===== src/verilog/uart_tx_pkg.sv =====
// package with register map, field positions, reset values and carrier types of the uart transmit dma block
package uart_tx_pkg;
  // ********************************
  // sizes
  // ********************************
  localparam int FIFO_DEPTH = 64;
  localparam int PTR_W = 6;
  localparam int CNT_W = 7;
  localparam int ADDR_W = 8;
  localparam logic [CNT_W-1:0] FIFO_FULL_COUNT = 7'h40;
  localparam logic [CNT_W-1:0] TRIG_COARSE_SHIFT = 7'h02;

  // ********************************
  // register offsets (byte addresses)
  // ********************************
  localparam logic [ADDR_W-1:0] OFF_TX_DATA = 8'h00;
  localparam logic [ADDR_W-1:0] OFF_EFR_FCR = 8'h08;
  localparam logic [ADDR_W-1:0] OFF_LINE_CTRL = 8'h0c;
  localparam logic [ADDR_W-1:0] OFF_MODEM_CTRL = 8'h10;
  localparam logic [ADDR_W-1:0] OFF_TRIG_SCRATCH = 8'h1c;
  localparam logic [ADDR_W-1:0] OFF_SUPPL_CTRL = 8'h40;
  localparam logic [ADDR_W-1:0] OFF_MODE_DEF_THREE = 8'h80;
  localparam logic [ADDR_W-1:0] OFF_TX_THRESH = 8'h84;
  localparam logic [ADDR_W-1:0] OFF_FIFO_STATUS = 8'h90;
  localparam logic [ADDR_W-1:0] OFF_IRQ_STATUS = 8'h94;
  localparam logic [ADDR_W-1:0] OFF_IRQ_MASK = 8'h98;

  // ********************************
  // field positions and key values
  // ********************************
  localparam logic [7:0] LCR_FEATURE_PORTAL = 8'hbf;
  localparam int LCR_DIVISOR_BIT = 7;
  localparam int EFR_ENHANCED_BIT = 4;
  localparam int MCR_TRIG_ACCESS_BIT = 6;
  localparam int SCR_FINE_STEP_BIT = 6;
  localparam int MODE_DEF_REG_THREE_THRESH_EN_BIT = 2;
  localparam int FCR_TX_CLEAR_BIT = 2;
  localparam int FCR_DMA_EN_BIT = 3;
  localparam int FCR_TRIG_LSB = 4;
  localparam int TLR_TX_LSB = 0;
  localparam int THRESH_W = 6;
  localparam int STAT_FULL_BIT = 8;
  localparam int STAT_REQ_BIT = 9;
  localparam int IRQ_W = 3;
  localparam int IRQ_SYNC_ERR = 0;
  localparam int IRQ_FULL = 1;
  localparam int IRQ_REQ_RISE = 2;

  // ********************************
  // reset values
  // ********************************
  localparam logic [7:0] REG8_RESET = 8'h00;
  localparam logic [31:0] RDATA_RESET = 32'h0000_0000;
  localparam logic [IRQ_W-1:0] IRQ_RESET = 3'h0;

  // ********************************
  // carrier types
  // ********************************
  typedef struct packed {
    logic [7:0] enhanced_feature_reg;
    logic [7:0] line_ctrl_portal_reg;
    logic [7:0] modem_ctrl_reg;
    logic [7:0] tlr;
    logic [7:0] spr;
    logic [7:0] suppl_ctrl_reg;
    logic [7:0] mode_def_reg_three;
    logic [7:0] tx_xfer_thresh_reg;
    logic [7:0] fifo_ctrl_reg;
    logic [IRQ_W-1:0] irq_mask;
  } uart_regs_t;

  typedef struct packed {
    logic [ADDR_W-1:0] address;
    logic read;
    logic write;
    logic [3:0] byteenable;
    logic [31:0] writedata;
  } bus_req_t;

  localparam uart_regs_t REGS_RESET = '{REG8_RESET, REG8_RESET, REG8_RESET, REG8_RESET, REG8_RESET,
    REG8_RESET, REG8_RESET, REG8_RESET, REG8_RESET, IRQ_RESET};
endpackage


===== src/verilog/tx_fifo_store.sv =====
// storage array of the transmit fifo with a registered read port
`timescale 1ns/1ps
module tx_fifo_store
  import uart_tx_pkg::*;
(
  input wire logic core_clk,
  input wire logic wr_en,
  input wire logic [uart_tx_pkg::PTR_W-1:0] wr_addr,
  input wire logic [7:0] wr_data,
  input wire logic rd_en,
  input wire logic [uart_tx_pkg::PTR_W-1:0] rd_addr,
  output logic [7:0] rd_data
);
  logic [7:0] mem [0:FIFO_DEPTH-1];

  // write port and registered read port
  always_ff @(posedge core_clk)
  begin
    if (wr_en)
    begin
      mem[wr_addr] <= wr_data;
    end
    if (rd_en)
    begin
      rd_data <= mem[rd_addr];
    end
  end
endmodule


===== src/verilog/uart_tx_dma_threshold.sv =====
// transmit fifo, threshold logic and dma request of the uart, with an avalon-mm register slave
// How it works
// 64-entry fifo, full flag at 64
// request built in bus clock domain
// surplus request would cause sync error
// software keeps threshold plus trigger within 63
// line control BFh opens enhanced feature register
// enhanced bit 4 unlocks modem control writes
// line control 00h reaches fifo control
// supplementary bit 6 gives one-entry trigger step
// modem bit 6 exposes trigger level register
// zero tlr, fcr field 1 means trigger 1
// mode register bit 2 selects programmed threshold
// threshold is six bits, 3Eh means 62
// full flag resynchronised before gating requests; here the request is gated on next_full, with no resynchroniser
//
// Our own choice: register access over Avalon-MM.
`timescale 1ns/1ps
module uart_tx_dma_threshold
  import uart_tx_pkg::*;
(
  input wire logic core_clk,
  input wire logic rst_n,
  input wire logic [uart_tx_pkg::ADDR_W-1:0] avs_address,
  input wire logic avs_read,
  input wire logic avs_write,
  input wire logic [3:0] avs_byteenable,
  input wire logic [31:0] avs_writedata,
  output logic [31:0] avs_readdata,
  output logic avs_waitrequest,
  output logic tx_xfer_request_line,
  output logic tx_fifo_full,
  output logic [7:0] tx_byte,
  output logic tx_byte_valid,
  input wire logic tx_byte_ready,
  output logic irq
);
  import uart_tx_pkg::*;

  // ********************************
  // declarations
  // ********************************
  bus_req_t req;
  uart_regs_t regs, next_regs;
  logic [31:0] next_readdata;
  logic next_waitrequest;
  logic accept, push, clear_fifo, w1c_en;
  logic enhanced_access_on, tx_trig_fine_step, trig_visible;
  logic [CNT_W-1:0] trig_level, thresh;
  logic [CNT_W-1:0] count, next_count;
  logic [PTR_W-1:0] wptr, next_wptr, rptr, next_rptr;
  logic next_full, push_ok, rd_en, pend, next_pend, next_byte_valid, next_req;
  logic [7:0] rd_data, next_byte;
  logic [IRQ_W-1:0] irq_status, next_irq_status, events;
  logic next_irq;

  assign req = '{avs_address, avs_read, avs_write, avs_byteenable, avs_writedata};
  assign accept = (req.read | req.write) & ~avs_waitrequest;
  assign enhanced_access_on = regs.enhanced_feature_reg[EFR_ENHANCED_BIT];
  assign tx_trig_fine_step = regs.suppl_ctrl_reg[SCR_FINE_STEP_BIT];
  assign trig_visible = enhanced_access_on & regs.modem_ctrl_reg[MCR_TRIG_ACCESS_BIT];

  // ********************************
  // trigger level and threshold
  // ********************************
  // trigger count from tlr and fcr fields; coarse mode steps by four entries
  always_comb
  begin
    trig_level = {1'b0, regs.tlr[TLR_TX_LSB +: 4], regs.fifo_ctrl_reg[FCR_TRIG_LSB +: 2]};
    if (!tx_trig_fine_step)
    begin
      trig_level = CNT_W'(trig_level << TRIG_COARSE_SHIFT);
    end
    if (trig_level == '0)
    begin
      trig_level = CNT_W'(1);
    end
    if (regs.mode_def_reg_three[MODE_DEF_REG_THREE_THRESH_EN_BIT])
    begin
      thresh = {1'b0, regs.tx_xfer_thresh_reg[THRESH_W-1:0]};
    end
    else
    begin
      thresh = FIFO_FULL_COUNT - trig_level;
    end
  end

  // ********************************
  // register slave
  // ********************************
  // decode, read capture, write commit; one wait cycle per access
  always_comb
  begin
    next_regs = regs;
    next_readdata = avs_readdata;
    next_waitrequest = 1'b1;
    push = 1'b0;
    clear_fifo = 1'b0;
    w1c_en = 1'b0;
    if ((req.read | req.write) & avs_waitrequest)
    begin
      next_waitrequest = 1'b0;
      next_readdata = RDATA_RESET;
      if (req.address == OFF_EFR_FCR)
      begin
        if (regs.line_ctrl_portal_reg == LCR_FEATURE_PORTAL)
        begin
          next_readdata[7:0] = regs.enhanced_feature_reg;
        end
        else
        begin
          next_readdata[7:0] = regs.fifo_ctrl_reg;
        end
      end
      else if (req.address == OFF_LINE_CTRL)
      begin
        next_readdata[7:0] = regs.line_ctrl_portal_reg;
      end
      else if (req.address == OFF_MODEM_CTRL)
      begin
        next_readdata[7:0] = regs.modem_ctrl_reg;
      end
      else if (req.address == OFF_TRIG_SCRATCH)
      begin
        next_readdata[7:0] = trig_visible ? regs.tlr : regs.spr;
      end
      else if (req.address == OFF_SUPPL_CTRL)
      begin
        next_readdata[7:0] = regs.suppl_ctrl_reg;
      end
      else if (req.address == OFF_MODE_DEF_THREE)
      begin
        next_readdata[7:0] = regs.mode_def_reg_three;
      end
      else if (req.address == OFF_TX_THRESH)
      begin
        next_readdata[7:0] = regs.tx_xfer_thresh_reg;
      end
      else if (req.address == OFF_FIFO_STATUS)
      begin
        next_readdata[CNT_W-1:0] = count;
        next_readdata[STAT_FULL_BIT] = tx_fifo_full;
        next_readdata[STAT_REQ_BIT] = tx_xfer_request_line;
      end
      else if (req.address == OFF_IRQ_STATUS)
      begin
        next_readdata[IRQ_W-1:0] = irq_status;
      end
      else if (req.address == OFF_IRQ_MASK)
      begin
        next_readdata[IRQ_W-1:0] = regs.irq_mask;
      end
    end
    next_regs.fifo_ctrl_reg[FCR_TX_CLEAR_BIT] = 1'b0; // clear bit is self-clearing
    if (accept & req.write & req.byteenable[0])
    begin
      if (req.address == OFF_TX_DATA)
      begin
        push = 1'b1;
      end
      else if (req.address == OFF_EFR_FCR)
      begin
        if (regs.line_ctrl_portal_reg == LCR_FEATURE_PORTAL)
        begin
          next_regs.enhanced_feature_reg = req.writedata[7:0];
        end
        else if (!regs.line_ctrl_portal_reg[LCR_DIVISOR_BIT])
        begin
          next_regs.fifo_ctrl_reg = req.writedata[7:0];
          clear_fifo = req.writedata[FCR_TX_CLEAR_BIT];
        end
      end
      else if (req.address == OFF_LINE_CTRL)
      begin
        next_regs.line_ctrl_portal_reg = req.writedata[7:0];
      end
      else if (req.address == OFF_MODEM_CTRL)
      begin
        next_regs.modem_ctrl_reg = req.writedata[7:0];
        if (!enhanced_access_on)
        begin
          next_regs.modem_ctrl_reg[MCR_TRIG_ACCESS_BIT] = regs.modem_ctrl_reg[MCR_TRIG_ACCESS_BIT];
        end
      end
      else if (req.address == OFF_TRIG_SCRATCH)
      begin
        if (trig_visible)
        begin
          next_regs.tlr = req.writedata[7:0];
        end
        else
        begin
          next_regs.spr = req.writedata[7:0];
        end
      end
      else if (req.address == OFF_SUPPL_CTRL)
      begin
        next_regs.suppl_ctrl_reg = req.writedata[7:0];
      end
      else if (req.address == OFF_MODE_DEF_THREE)
      begin
        next_regs.mode_def_reg_three = req.writedata[7:0];
      end
      else if (req.address == OFF_TX_THRESH)
      begin
        next_regs.tx_xfer_thresh_reg = req.writedata[7:0];
      end
      else if (req.address == OFF_IRQ_STATUS)
      begin
        w1c_en = 1'b1;
      end
      else if (req.address == OFF_IRQ_MASK)
      begin
        next_regs.irq_mask = req.writedata[IRQ_W-1:0];
      end
    end
  end

  // register the slave state
  always_ff @(posedge core_clk or negedge rst_n)
  begin
    if (!rst_n)
    begin
      regs <= REGS_RESET;
      avs_readdata <= RDATA_RESET;
      avs_waitrequest <= 1'b1;
    end
    else
    begin
      regs <= next_regs;
      avs_readdata <= next_readdata;
      avs_waitrequest <= next_waitrequest;
    end
  end

  // ********************************
  // transmit fifo and dma request
  // ********************************
  tx_fifo_store u_store (
    .core_clk(core_clk),
    .wr_en(push_ok),
    .wr_addr(wptr),
    .wr_data(req.writedata[7:0]),
    .rd_en(rd_en),
    .rd_addr(rptr),
    .rd_data(rd_data)
  );

  // fill count, pointers, output byte and request level
  always_comb
  begin
    push_ok = push & ~tx_fifo_full; // a push into a full fifo is dropped
    rd_en = (~tx_byte_valid | tx_byte_ready) & ~pend & (count != '0);
    next_wptr = wptr + PTR_W'(push_ok);
    next_rptr = rptr + PTR_W'(rd_en);
    next_count = count + CNT_W'(push_ok) - CNT_W'(rd_en);
    next_pend = rd_en;
    next_byte = pend ? rd_data : tx_byte;
    next_byte_valid = pend | (tx_byte_valid & ~tx_byte_ready);
    if (clear_fifo)
    begin
      next_wptr = '0;
      next_rptr = '0;
      next_count = '0;
      next_pend = 1'b0;
      next_byte_valid = 1'b0;
    end
    next_full = (next_count == FIFO_FULL_COUNT);
    // gate on the full state that registers with the request, so no surplus pulse
    next_req = regs.fifo_ctrl_reg[FCR_DMA_EN_BIT] & ~next_full & (next_count <= thresh);
  end

  // register the fifo state
  always_ff @(posedge core_clk or negedge rst_n)
  begin
    if (!rst_n)
    begin
      count <= '0;
      wptr <= '0;
      rptr <= '0;
      pend <= 1'b0;
      tx_byte <= REG8_RESET;
      tx_byte_valid <= 1'b0;
      tx_fifo_full <= 1'b0;
      tx_xfer_request_line <= 1'b0;
    end
    else
    begin
      count <= next_count;
      wptr <= next_wptr;
      rptr <= next_rptr;
      pend <= next_pend;
      tx_byte <= next_byte;
      tx_byte_valid <= next_byte_valid;
      tx_fifo_full <= next_full;
      tx_xfer_request_line <= next_req;
    end
  end

  // ********************************
  // interrupts
  // ********************************
  // sticky events, write one to clear, a new event wins over the clear
  always_comb
  begin
    events = '0;
    events[IRQ_SYNC_ERR] = push & tx_fifo_full;
    events[IRQ_FULL] = next_full & ~tx_fifo_full;
    events[IRQ_REQ_RISE] = next_req & ~tx_xfer_request_line;
    next_irq_status = irq_status;
    if (w1c_en)
    begin
      next_irq_status = irq_status & ~req.writedata[IRQ_W-1:0];
    end
    next_irq_status = next_irq_status | events;
    next_irq = |(next_irq_status & next_regs.irq_mask);
  end

  // register interrupt state
  always_ff @(posedge core_clk or negedge rst_n)
  begin
    if (!rst_n)
    begin
      irq_status <= IRQ_RESET;
      irq <= 1'b0;
    end
    else
    begin
      irq_status <= next_irq_status;
      irq <= next_irq;
    end
  end
endmodule


===== config.mk =====
export PLATFORM = sky130hd
export DESIGN_NAME = uart_tx_dma_threshold
export DESIGN_NICKNAME = d
export VERILOG_FILES = /design/src/verilog/uart_tx_pkg.sv /design/src/verilog/tx_fifo_store.sv /design/src/verilog/uart_tx_dma_threshold.sv
export SDC_FILE = /design/constraint.sdc
export NUM_CORES = 1
export LEC_CHECK = 0
export BUFFER_PORTS_ARGS = -buffer_cell sky130_fd_sc_hd__clkbuf_2
export CAP_MARGIN = 20
export CORE_MARGIN = 4
export CORE_UTILIZATION = 51
export CTS_BUF_LIST = sky130_fd_sc_hd__clkbuf_2 sky130_fd_sc_hd__clkbuf_4 sky130_fd_sc_hd__clkbuf_8
export DETAILED_ROUTE_END_ITERATION = 6
export PLACE_DENSITY_LB_ADDON = 0.2
export SKIP_CTS_REPAIR_TIMING = 1
export SLEW_MARGIN = 25
export SYNTH_ARGS = -nofsm -noshare
export SYNTH_HDL_FRONTEND = slang
export SYNTH_SLANG_ARGS = --single-unit

===== constraint.sdc =====
create_clock -name core_clk -period 6 [get_ports core_clk]
set_input_delay 1.2 -clock core_clk [delete_from_list [all_inputs] [get_ports core_clk]]
set_output_delay 1.2 -clock core_clk [all_outputs]
set_load 0.02 [all_outputs]

; Yosys cells after proc, flatten, opt, wreduce, memory -nomap -nowiden
; Memory sizes are Yosys's and may differ from the RTL's. A register that Yosys moved wholly into a read port is not among the register bits.
; Index checks and enable logic that the tools add are counted.
[op_classes]
n_lt_le_gt_ge = 1
n_eq_ne = 12
n_bitwise = 38
add_sub_neg = 5
muxes = 65
n_reduce_logical = 14
[op_table]
columns = cell, count
row1 = 2-to-1 mux 8 bit, 8
row2 = "== test 8 bit, second input constant", 6
row3 = 2-to-1 mux 3 bit, 16
row4 = 2-to-1 mux 7 bit, 5
row5 = 2-to-1 mux 6 bit, 4
row6 = 2-to-1 mux 1 bit, 23
row7 = AND reduction 7 bit, 3
row8 = inverter 1 bit, 17
row9 = "== test 8 x 4 -> 1 bit, second input constant", 2
row10 = "== test 8 x 5 -> 1 bit, second input constant", 2
row11 = 2-to-1 mux 2 bit, 8
row12 = AND 1 bit, 14
row13 = adder 6 x 1 -> 6 bit, 2
row14 = AND reduction 5 bit, 2
row15 = AND reduction 9 bit, 1
row16 = "== test 8 x 7 -> 1 bit, second input constant", 1
row17 = zero test 8 bit, 1
row18 = AND reduction 4 bit, 2
row19 = AND reduction 8 bit, 1
row20 = adder 7 x 1 -> 7 bit, 1
row21 = "== test 7 bit, second input constant", 1
row22 = less-or-equal comparator 7 bit, 1
row23 = zero test 7 bit, 1
row24 = nonzero test 7 bit, 1
row25 = other kinds (9), 12
[word_totals]
inputBits = 49
ff_bits = 121
output_inout_bits = 45
memories = 1
ramBits = 512
[mem_list]
columns = name, depth, word_bits, rd, rd_ports_with_merged_regs, wr, line_no
row1 = u_store.mem, 64, 8, 1, 1, 1, tx_fifo_store.sv:14  ; logic [7:0] mem [0:FIFO_DEPTH-1];

; Logic depth before layout (Yosys ltp)
; Gate-level depths: netlist of run 1.
[logic_depth]
depth_word = 17
mapped_depth = 19
mapped_depth_nobuf = 19

; Cells and area by module
; From an unflattened synthesis of run 1, not the netlist that was laid out.
[unflattened]
hier_cells = 1528
area_unflattened_um2 = 26517.9
[modules_own_cells]
columns = mod, cells_per_inst, n_inst, area_each_um2
row1 = tx_fifo_store, 972, 1, 20270.7
row2 = uart_tx_dma_threshold, 556, 1, 6247.2

; Worst setup path after synthesis of run 1
; OpenSTA, ideal clock, no wires.
[synth_timing]
path_kind = input to register
start = in tx_byte_ready
end = reg irq
arrival_ps = 5276
path_stages = 18
setup_time_ps = 90
n_path_buf = 0
path_slack_ps = 634
required_ps = 5910
cell_sequence = inv_1 > a21oi_1 > a21boi_0 > ha_1 > inv_1 > ha_1 > fa_1 > a211o_1 > and3_1 > or2_2 > nor2_1 > ha_1 > a211oi_1 > and4b_1 > a211oi_1 > o21a_1 > a31o_2 > o221ai_1
[synth_via]
elab_chain_len = 13
word_cells_on_any_way = 15
cone_classes = add/sub: 1 / order compare: 1 / eq/ne: 1 / mux: 1 / bitwise: 10 / reduce/logical: 1
[synth_rtl]
columns = element, line_no
row1 = start: declaration, uart_tx_dma_threshold.sv:35  ; input wire logic tx_byte_ready,
row2 = OR 1 bit *, uart_tx_dma_threshold.sv:253  ; rd_en = (~tx_byte_valid | tx_byte_ready) & ~pend & (count != '0);
row3 = AND 1 bit * (2 in series), uart_tx_dma_threshold.sv:253
row4 = named net rd_en, uart_tx_dma_threshold.sv:52  ; logic next_full, push_ok, rd_en, pend, next_pend, next_byte_valid, next_req;
row5 = subtractor 7 x 1 -> 7 bit *, uart_tx_dma_threshold.sv:256  ; next_count = count + CNT_W'(push_ok) - CNT_W'(rd_en);
row6 = 2-to-1 mux 7 bit *, uart_tx_dma_threshold.sv:260  ; if (clear_fifo)
row7 = named net next_count[4], uart_tx_dma_threshold.sv:50  ; logic [CNT_W-1:0] count, next_count;
row8 = branches (longest 5 deep; another with less-or-equal comparator 7 bit), n/a
row9 = OR 3 bit *, uart_tx_dma_threshold.sv:315  ; next_irq_status = next_irq_status | events;
row10 = AND 3 bit *, uart_tx_dma_threshold.sv:316  ; next_irq = |(next_irq_status & next_regs.irq_mask);
row11 = OR reduction 3 bit *, uart_tx_dma_threshold.sv:316
row12 = named net next_irq, uart_tx_dma_threshold.sv:55  ; logic next_irq;
row13 = end signal: assignment, uart_tx_dma_threshold.sv:330  ; irq <= next_irq;
row14 = end: declaration, uart_tx_dma_threshold.sv:36  ; output logic irq
; Mark *: on every way through the listed nets, which the timed path passes.
; A chain may end at the register's enable or synchronous reset.

; Final worst setup path of run 1
[layout_timing]
start = in avs_address[3] in the netlist's numbering
end = reg irq
[layout_via]
elab_chain_len = 15
word_cells_on_any_way = 52
cone_classes = add/sub: 2 / order compare: 1 / eq/ne: 10 / mux: 28 / bitwise: 9 / reduce/logical: 2
[layout_rtl]
columns = element, line_no
row1 = start: declaration, uart_tx_dma_threshold.sv:24  ; input wire logic [uart_tx_pkg::ADDR_W-1:0] avs_address,
row2 = zero test 8 bit, uart_tx_dma_threshold.sv:157  ; if (req.address == OFF_TX_DATA)
row3 = 2-to-1 mux 1 bit, uart_tx_dma_threshold.sv:157
row4 = 2-to-1 mux 1 bit, uart_tx_dma_threshold.sv:155  ; if (accept & req.write & req.byteenable[0])
row5 = AND 1 bit, uart_tx_dma_threshold.sv:252  ; push_ok = push & ~tx_fifo_full;
row6 = adder 7 x 1 -> 7 bit, uart_tx_dma_threshold.sv:256
row7 = subtractor 7 x 1 -> 7 bit, uart_tx_dma_threshold.sv:256
row8 = 2-to-1 mux 7 bit *, uart_tx_dma_threshold.sv:260
row9 = named net next_count[4], uart_tx_dma_threshold.sv:50
row10 = branches (longest 5 deep; another with less-or-equal comparator 7 bit), n/a
row11 = OR 3 bit *, uart_tx_dma_threshold.sv:315
row12 = AND 3 bit *, uart_tx_dma_threshold.sv:316
row13 = OR reduction 3 bit *, uart_tx_dma_threshold.sv:316
row14 = named net next_irq, uart_tx_dma_threshold.sv:55
; Marks and branches as above.

==> results by group, run 1 <==
Yosys
  – Mean instance size in the synthesized netlist: 18.5 um^2
  – Post-synthesis cell area: 26300 um^2
  – Cell type with the highest aggregate area in the netlist: sky130_fd_sc_hd__edfxtp_1
  – Sequential share of the synthesized area: 0.708
  – Number of standard cells after synthesis: ~1400
  – Fraction of post-synthesis cell area in the top cell type by area: 0.593
  – Total number of yosys warnings: 0
  – Primary flip-flop cell chosen by synthesis mapping: sky130_fd_sc_hd__edfxtp_1
  – Post-synth EDFFs: 520
  – Largest cells by area after synthesis: sky130_fd_sc_hd__edfxtp_1 (59%), sky130_fd_sc_hd__mux4_2 (14%), sky130_fd_sc_hd__dfrtp_1 (11%)
  – Share of synthesized registers carrying an async set or reset: 0.189
  – Flip-flop and latch count after synthesis: around 640
  – Unique cell type count in the Yosys netlist: 68

Finish
  – Layout cell share with drive strength beyond 1: 0.306
  – Fin util: 0.573
  – Most frequent standard cell in the layout excluding fill and tap cells: sky130_fd_sc_hd__edfxtp_1
  – Syn-to-layout area delta: 11.5%
  – Commonest cells after routing, fill and taps aside: sky130_fd_sc_hd__edfxtp_1 (520), sky130_fd_sc_hd__mux4_2 (160), sky130_fd_sc_hd__dfrtp_1 (117)
  – Final nets: 1603

Clock network
  – CTS sink cnt: around 640
  – Cts bufs inserted: 104
  – Clk_lat worst skew: 0.69 ns
  – # H-tree levels: 3
  – Root buf cell: sky130_fd_sc_hd__clkbuf_8
  – Clock tree from TritonCTS: built
  – Clock transition at path regs: 0.06 ns
  – Maximum number of buffers from clock root to sink: 3

Timing
  – Final Max Slew Viols: 0
  – Final total negative setup slack: 0 ns
  – Final period utilization: 0.823
  – Worst hold margin: ~0.48 ns
  – Total setup violations reported at the end of the flow: 0
  – Worst clock skew: 0.0264 ns
  – Maximum clock frequency: 0.202 GHz
  – Final critical-path required period: 4.94 ns
  – Slew margin rel.: 0.346
  – Slew of the pin with the lowest slew margin: 0.977 ns
  – RSZ-0062 raised after global routing: no
  – Final hold vios: 0

Power and ir drop
  – Register share of total power: 0.440
  – Post-layout total power: about 0.012 W
  – Sw Share: 0.289
  – Ratio of total power to cell area: 412 nW/um^2
  – P_sw: 0.00350 W
  – Combinational power share: 0.248
  – Largest vdd supply drop: 0.000208 V
  – Leakage power: 10.3 nW
  – Internal: 0.00858 W
  – Part of the total power dissipated in the clock network: 0.312

Detailed routing
  – Routed len/inst: between 20 and 30 um
  – Number of vias after detailed routing: 13500
  – Vias per std cell: 5.89
  – Residual DRC count: 0
  – Starting DRC count in detailed routing: 1295
  – Post-DRT Antenna Nets: 0
  – Number of detailed-route iterations in the first pass: 7
  – Routed wire length: slightly below 60000 um

Worst setup path
  – Worst flop-to-flop path startpoint: count[3]
  – Worst reg2reg path endpoint: irq
  – Worst setup path class: in -> reg
  – Largest fanout on the critical path: 7
  – Crit path capture type: flop
  – Data required time of the worst path: 6.59 ns
  – Type of element launching the critical path: input pin
  – Critical Path Sink: irq
  – Number of cells traversed by the worst register-to-register path: 19
  – Worst setup path startpoint: avs_address[3]
  – Register-to-Register Setup Slack: between 1 and 1.5 ns
  – Worst endpoint data arrival time: 5.53 ns

Job
  – Count of maximum capacitance violations: 0

Outcome
  – Run status: completed

Die
  – # rows: 83
  – Die footprint: 55300 um^2
  – Horizontal die dimension: between 200 and 250 um
  – Vertical extent of the die: 235 um
  – Ports placed on the boundary: 94
  – Initial standard-cell utilization of the core: 0.514
  – Floorplan core area: 51200 um^2

Global routing
  – GRT Overall Usage: 0.209
  – Wire length of the first global-routing pass: between 80000 and 90000 um
  – Maximum number of pins on one net before global-route repair: 74
  – Antenna violations before repair: 1
  – Congestion Overflow GR: 0
  – Number of global-route vias before repair: 13700

Hold path
  – Startpoint of the lowest-slack hold path: u_store.rd_data[2]
  – Type of the tightest min-delay check: reg -> reg

Place
  – Sum of net half-perimeters after detailed placement: 35100 um
  – RePlAce Congestion: 0.832
  – Buffers on Ports: 44
[cell usage after synthesis, types with 6 or more instances]
cell type,n
sky130_fd_sc_hd__o211ai_1,8
sky130_fd_sc_hd__a211oi_1,6
sky130_fd_sc_hd__mux2_4,6
sky130_fd_sc_hd__buf_2,18
sky130_fd_sc_hd__mux2_2,63
sky130_fd_sc_hd__clkbuf_1,33
sky130_fd_sc_hd__edfxtp_1,520
sky130_fd_sc_hd__xor2_1,8
sky130_fd_sc_hd__xnor2_1,7
sky130_fd_sc_hd__a22oi_1,29
sky130_fd_sc_hd__nand3_1,15
sky130_fd_sc_hd__nand2_1,68
sky130_fd_sc_hd__nor2_1,106
sky130_fd_sc_hd__buf_4,24
sky130_fd_sc_hd__nand2b_1,7
sky130_fd_sc_hd__mux2i_1,23
sky130_fd_sc_hd__nor2b_1,16
sky130_fd_sc_hd__mux4_2,160
sky130_fd_sc_hd__inv_1,20
sky130_fd_sc_hd__buf_1,11
sky130_fd_sc_hd__a21oi_1,16
sky130_fd_sc_hd__ha_1,21
sky130_fd_sc_hd__nand4_1,6
sky130_fd_sc_hd__dfrtp_1,120
sky130_fd_sc_hd__o21ai_0,33
[worst min path at each step]
| stage | end | cells past startpoint |
|---|---|---|
| detailed placement | tx_byte[4] | 1 |
| global placement | tx_byte[5] | 1 |
| floorplan | regs[35] | 2 |
| global route | tx_byte[4] | 1 |
| finish | tx_byte[2] | 1 |
| CTS | regs[27] | 2 |
[routing by layer]
layer  track usage  part of all wire  vias to the layer above  routed length (um)
met5             0                 0                        -                   0
met4        0.0639             0.022                        0                1260
met3        0.0432             0.066                       92                3800
met2         0.333              0.49                      481               28500
met1         0.295              0.42                     7066               24200
li1              -                 -                     5893                   -
[sequential cells by signal (all words and copies together) (netlist names), 3 cells and up]
| register | flops |
|---|---|
| avs_readdata | 10 |
| u_store.rd_data | 8 |
| tx_byte | 8 |
| u_store.mem | 512 |
| regs | 74 |
| count | 7 |
| irq_status | 3 |
| rptr | 6 |
| wptr | 6 |
[kinds of logic (layout without fill, tap and decap cells)]
kind of cell	Yosys count	in the layout	synth area share
AO/OA/AOI/OAI	126	126	0.0319
adder cells (fa/ha/maj)	22	22	0.0107
other	1	23	0.000142
buffers and inverters	108	280	0.0202
flip-flops	641	641	0.708
AND/OR/NAND/NOR	260	260	0.0478
multiplexers	252	252	0.176
XOR/XNOR	15	15	0.00499
[power by group through the flow]
stage	Combinational [W]	Clock, W	Sequential (W)
finish	0.00299	0.00377	0.00532
detailed placement	0.00302	0	0.00542
CTS	0.00303	0.00384	0.00533
global route	0.00321	0.00408	0.00536
floorplan	0.00231	0	0.00518
global placement	0.00299	0	0.00542
[critical path: stages]
cell,delay [ns]
sky130_fd_sc_hd__clkbuf_2,0.16
sky130_fd_sc_hd__nor4_2,0.37
sky130_fd_sc_hd__nand4_1,0.35
sky130_fd_sc_hd__ha_1,0.40
sky130_fd_sc_hd__inv_1,0.04
sky130_fd_sc_hd__ha_1,0.20
sky130_fd_sc_hd__fa_1,0.43
sky130_fd_sc_hd__a211o_1,0.31
sky130_fd_sc_hd__and3_1,0.19
sky130_fd_sc_hd__or2_2,0.30
sky130_fd_sc_hd__nor2_1,0.14
sky130_fd_sc_hd__ha_1,0.29
sky130_fd_sc_hd__a211oi_1,0.26
sky130_fd_sc_hd__and4b_1,0.22
sky130_fd_sc_hd__a211oi_1,0.09
sky130_fd_sc_hd__o21a_1,0.18
sky130_fd_sc_hd__a31o_2,0.22
sky130_fd_sc_hd__o221ai_1,0.17
[final cells by class]
| type | count | area, um^2 |
|---|---|---|
| Clock inverter | 30 | 186 |
| Antenna cell | 1 | 2.50 |
| Timing Repair Buffer | 68 | 419 |
| Multi-Input combinational cell | 697 | 7230 |
| Inverter | 20 | 75.1 |
| Sequential cell | 641 | 18700 |
| Tap cell | 680 | 851 |
| Fill cell | 3879 | 21900 |
| Clock buffer | 162 | 1930 |
[stage by stage]
step / instance area (um^2) / worst slack, ns / instances
final: 29300 / 1.06 / 2299
after floorplan: 26400 / 0.634 / 1446
after global placement: 27200 / 0.478 / 2106
after CTS: 29300 / 1.14 / 2298
after global routing: 29300 / 0.879 / 2299
after detailed placement: 27200 / 0.406 / 2106
Power figures use the tool's default switching activity.
==> run 2: changes to the inputs <==
ABC_AREA = 1   (was default)
clock period = 5.1 ns   (was 6 ns; I/O delays follow)
==> run 2 against run 1 <==
Against the previous run: critical path depth rose by 6; core utilization rose by 0.057 points; via count rose by 34%.
==> results by group, run 2 <==
Outcome
  – Run status: completed

Place
  – RePlAce Congestion: 0.843 (+1.3%)
  – Buffers on Ports: 44 (unchanged)
  – Sum of net half-perimeters after detailed placement: 40300 um (+15%)

Yosys
  – Most used standard cell by instance count after synthesis: sky130_fd_sc_hd__edfxtp_1
  – Largest cells by area after synthesis: sky130_fd_sc_hd__edfxtp_1 (58%), sky130_fd_sc_hd__dfrtp_1 (11%), sky130_fd_sc_hd__o21ai_0 (6.2%)
  – Post-synthesis cell area: 26700 um^2 (+1.5%)
  – Unique cell type count in the Yosys netlist: 41 (-40%)
  – Fraction of synthesized area in multiplexers: 0.00969 (-0.166)
  – Simple-gate share of the synthesized area: 0.129 (+0.0812)
  – Fraction of post-synthesis cell area in the top cell type by area: 0.584 (-0.00899)
  – Mean instance size in the synthesized netlist: 11.6 um^2 (-37%)
  – Post-synth EDFFs: 520 (unchanged)
  – Primary flip-flop cell chosen by synthesis mapping: sky130_fd_sc_hd__edfxtp_1
  – Xor and xnor fraction of the mapped netlist area: 0.00229 (-0.00270)
  – Combinational family with the most area after synthesis: simple AND/OR/NAND/NOR gates
  – Ranking of synthesized cells by instance count: sky130_fd_sc_hd__edfxtp_1 (520), sky130_fd_sc_hd__nor2_1 (396), sky130_fd_sc_hd__o21ai_0 (329)
  – Number of standard cells after synthesis: 2295 (+61%)
  – Adder-cell area share of the yosys netlist: 0.0106 (-0.000163)
  – Complex-gate fraction of the synthesized area: 0.111 (+0.0788)
  – Flip-flop and latch count after synthesis: 641 (unchanged)
  – Share of synthesized registers carrying an async set or reset: 0.189 (unchanged)
  – Cell type with the highest aggregate area in the netlist: sky130_fd_sc_hd__edfxtp_1
  – Sequential share of the synthesized area: 0.697 (-0.0107)
  – Total number of yosys warnings: 0 (unchanged)

Worst setup path
  – Data required time of the worst path: 5.74 ns (-0.85 ns)
  – Largest fanout on the critical path: 5 (-2)
  – Worst setup path class: in -> reg
  – Number of cells traversed by the worst register-to-register path: 21 (+2)
  – Type of element launching the critical path: input pin
  – Worst reg2reg path endpoint: irq
  – Crit path capture type: flop
  – Cell at the slowest stage of the critical path: sky130_fd_sc_hd__fa_1
  – Crit path largest cell delay: 0.46 ns (+0.03 ns)
  – Cell seen most often among critical-path stages: sky130_fd_sc_hd__nand2_1
  – Worst endpoint data arrival time: 4.61 ns (-0.92 ns)
  – Worst flop-to-flop path startpoint: avs_waitrequest
  – Cells traversed along the worst timing path: clkbuf_2 -> nor2_2 -> nand3_2 -> nor2_2 -> nand2_1 -> nor2_2 -> inv_2 -> ha_1 -> inv_1 -> ha_1 -> fa_1 -> nand3_1 -> nand3_1 -> nand2_1 -> nand2_1 -> nor2_1 -> ha_1 -> a21oi_1 -> o211ai_1 -> a21oi_1 -> nand3_1 -> nand2_1 -> nand2_1 -> nand2_1
  – Register-to-Register Setup Slack: 1.39 ns (+0.03 ns)

Power and ir drop
  – Leakage power: 10.6 nW (+3.7%)
  – Ratio of total power to cell area: 508 nW/um^2 (+23%)
  – Largest vdd supply drop: 0.000284 V (+37%)

Finish
  – Syn-to-layout area delta: 10.8%
  – Layout cell share with drive strength beyond 1: 0.123 (-0.183)
  – Filler cells: 4203 (+8.4%)
  – Final nets: 2421 (+51%)
  – Register with the most flip-flops: u_store.mem
  – Largest regs: u_store.mem: 512 flops, regs: 74 flops, avs_readdata: 10 flops
  – Fin util: 0.574 (+0.000575)
  – Commonest cells after routing, fill and taps aside: sky130_fd_sc_hd__edfxtp_1 (520), sky130_fd_sc_hd__nor2_1 (395), sky130_fd_sc_hd__o21ai_0 (329)
  – Most frequent standard cell in the layout excluding fill and tap cells: sky130_fd_sc_hd__edfxtp_1
  – Flip-flop count of the largest register after layout: 512 (unchanged)

Detailed routing
  – Routed wire length: 68300 um (+18%)
  – Starting DRC count in detailed routing: 1738 (+34%)
  – Residual DRC count: 0 (unchanged)
  – Number of detailed-route iterations in the first pass: 6 (-1)
  – Post-DRT Antenna Nets: 0 (unchanged)
  – Number of vias after detailed routing: 18200 (+34%)
  – Routed len/inst: 21.9 um (-13%)
  – Vias per std cell: 5.82 (-1.2%)

Die
  – Die footprint: 56100 um^2 (+1.5%)
  – Horizontal die dimension: 237 um (+0.74%)
  – Initial standard-cell utilization of the core: 0.518 (+0.00372)
  – Ports placed on the boundary: 94 (unchanged)
  – Vertical extent of the die: 237 um (+0.74%)
  – # rows: 83 (unchanged)
  – Floorplan core area: 51600 um^2 (+0.81%)

Global routing
  – Antenna violations before repair: 1 (unchanged)
  – Congestion Overflow GR: 0 (unchanged)
  – Wire length of the first global-routing pass: 104000 um (+19%)
  – Most Crowded Layer GR: met2
  – Met1 Use GR: 0.332 (+0.0365)
  – Number of global-route vias before repair: 17700 (+29%)
  – GRT Overall Usage: 0.238 (+0.0296)
  – Maximum number of pins on one net before global-route repair: 96 (+30%)
  – Global-route track usage on met3: 0.0391 (-0.00410)
  – Met2 Resource Use GR: 0.387 (+0.0541)

Timing
  – Final hold vios: 0 (unchanged)
  – Slew of the pin with the lowest slew margin: 1.05 ns (+0.0764 ns)
  – Worst hold margin: 0.338 ns (-0.143 ns)
  – Final total negative setup slack: 0 ns (unchanged)
  – Slew margin rel.: 0.297 (-0.0493)
  – Total setup violations reported at the end of the flow: 0 (unchanged)
  – Final Max Slew Viols: 0 (unchanged)
  – Maximum clock frequency: 0.252 GHz
  – Final period utilization: 0.779
  – Final critical-path required period: between 3 and 4 ns
  – Worst clock skew: 0.0353 ns (+0.00893 ns)
  – RSZ-0062 raised after global routing: no

Clock network
  – Clk_lat worst skew: 0.70 ns (about the same)
  – CTS sink cnt: 641 (unchanged)
  – Clock transition at path regs: 0.06 ns (about the same)
  – Cts bufs inserted: 103 (-0.96%)
  – Maximum number of buffers from clock root to sink: 3 (unchanged)
  – # H-tree levels: 3 (unchanged)
  – Root buf cell: sky130_fd_sc_hd__clkbuf_8
  – Clock tree from TritonCTS: built

Job
  – Count of maximum capacitance violations: 0 (unchanged)

Hold path
  – Type of the tightest min-delay check: in -> async
[run 2: changes by cell type in the layout (fill, tap and decap cells not counted), sizes merged, moves of 16 or more]
cell,previous run,this run
inv,25,112
nand3,17,90
o221ai,5,56
o21ai,33,347
nand4,6,46
nor2,108,405
o22ai,5,72
nand2,68,271
mux2,69,15
a22oi,29,1
clkinv,23,44
mux4,160,0
nor2b,16,0
[run 2: where the power goes]
part           total, W  switching (W)  internal (W)
logic           0.00448        0.00316       0.00133
clock network   0.00445        0.00206       0.00239
registers       0.00610       0.000236       0.00586
[run 2: per-layer routing]
layer  share of wire  vias to the layer above
met2            0.48                      739
met4           0.027                        0
li1                -                     8329
met5               0                        -
met3           0.071                      138
met1            0.42                     8954
[run 2: logic make-up (layout without fill, tap and decap cells)]
group	count (synthesis)	after routing
compound gates	521	521
xor+xnor	7	7
fa+ha+maj	22	22
buf+inv	256	381
flops	641	641
mux	24	24
other cells	1	23
simple gates	823	823
[run 2: worst max-delay path: cells and delay by family]
family	cells	cell delay (ns)
AND/OR/NAND/NOR	14	1.72
buffers and inverters	3	0.21
AO/OA/AOI/OAI	3	0.45
adder cells (fa/ha/maj)	4	1.22
[run 2: cell type report]
cell class                 instances  area [um^2]  share of cell area
inverter                         110          420              0.0142
multi-input combinational       1419         7100               0.240
clock inverter                    48          263             0.00887
sequential                       641        18700               0.630
antenna                            1         2.50           0.0000845
tap                              680          851              0.0287
timing repair buffer              75          480              0.0162
clock buffer                     148         1840              0.0622
[run 2: worst max path at each step]
| stage | start | to | slack (ns) | depth (start not counted) |
|---|---|---|---|---|
| final | avs_address[1] | irq | 1.12 | 24 |
| after global routing | avs_address[1] | irq | 0.81 | 24 |
| after CTS | avs_address[1] | irq | 1.16 | 24 |
| after detailed placement | avs_address[1] | irq | 0.41 | 24 |
| after global placement | avs_address[1] | irq | 0.44 | 24 |
| after floorplan | avs_address[1] | irq | 1.06 | 23 |
[run 2: per-stage QoR]
step	instance area [um^2]	setup WS [ns]	cells	power, W
floorplan	26800	1.06	2316	0.00913
global placement	27500	0.443	2925	0.0106
detailed placement	27500	0.406	2925	0.0107
CTS	29600	1.16	3121	0.0151
global route	29600	0.807	3121	0.0158
finish	29600	1.12	3122	0.0150
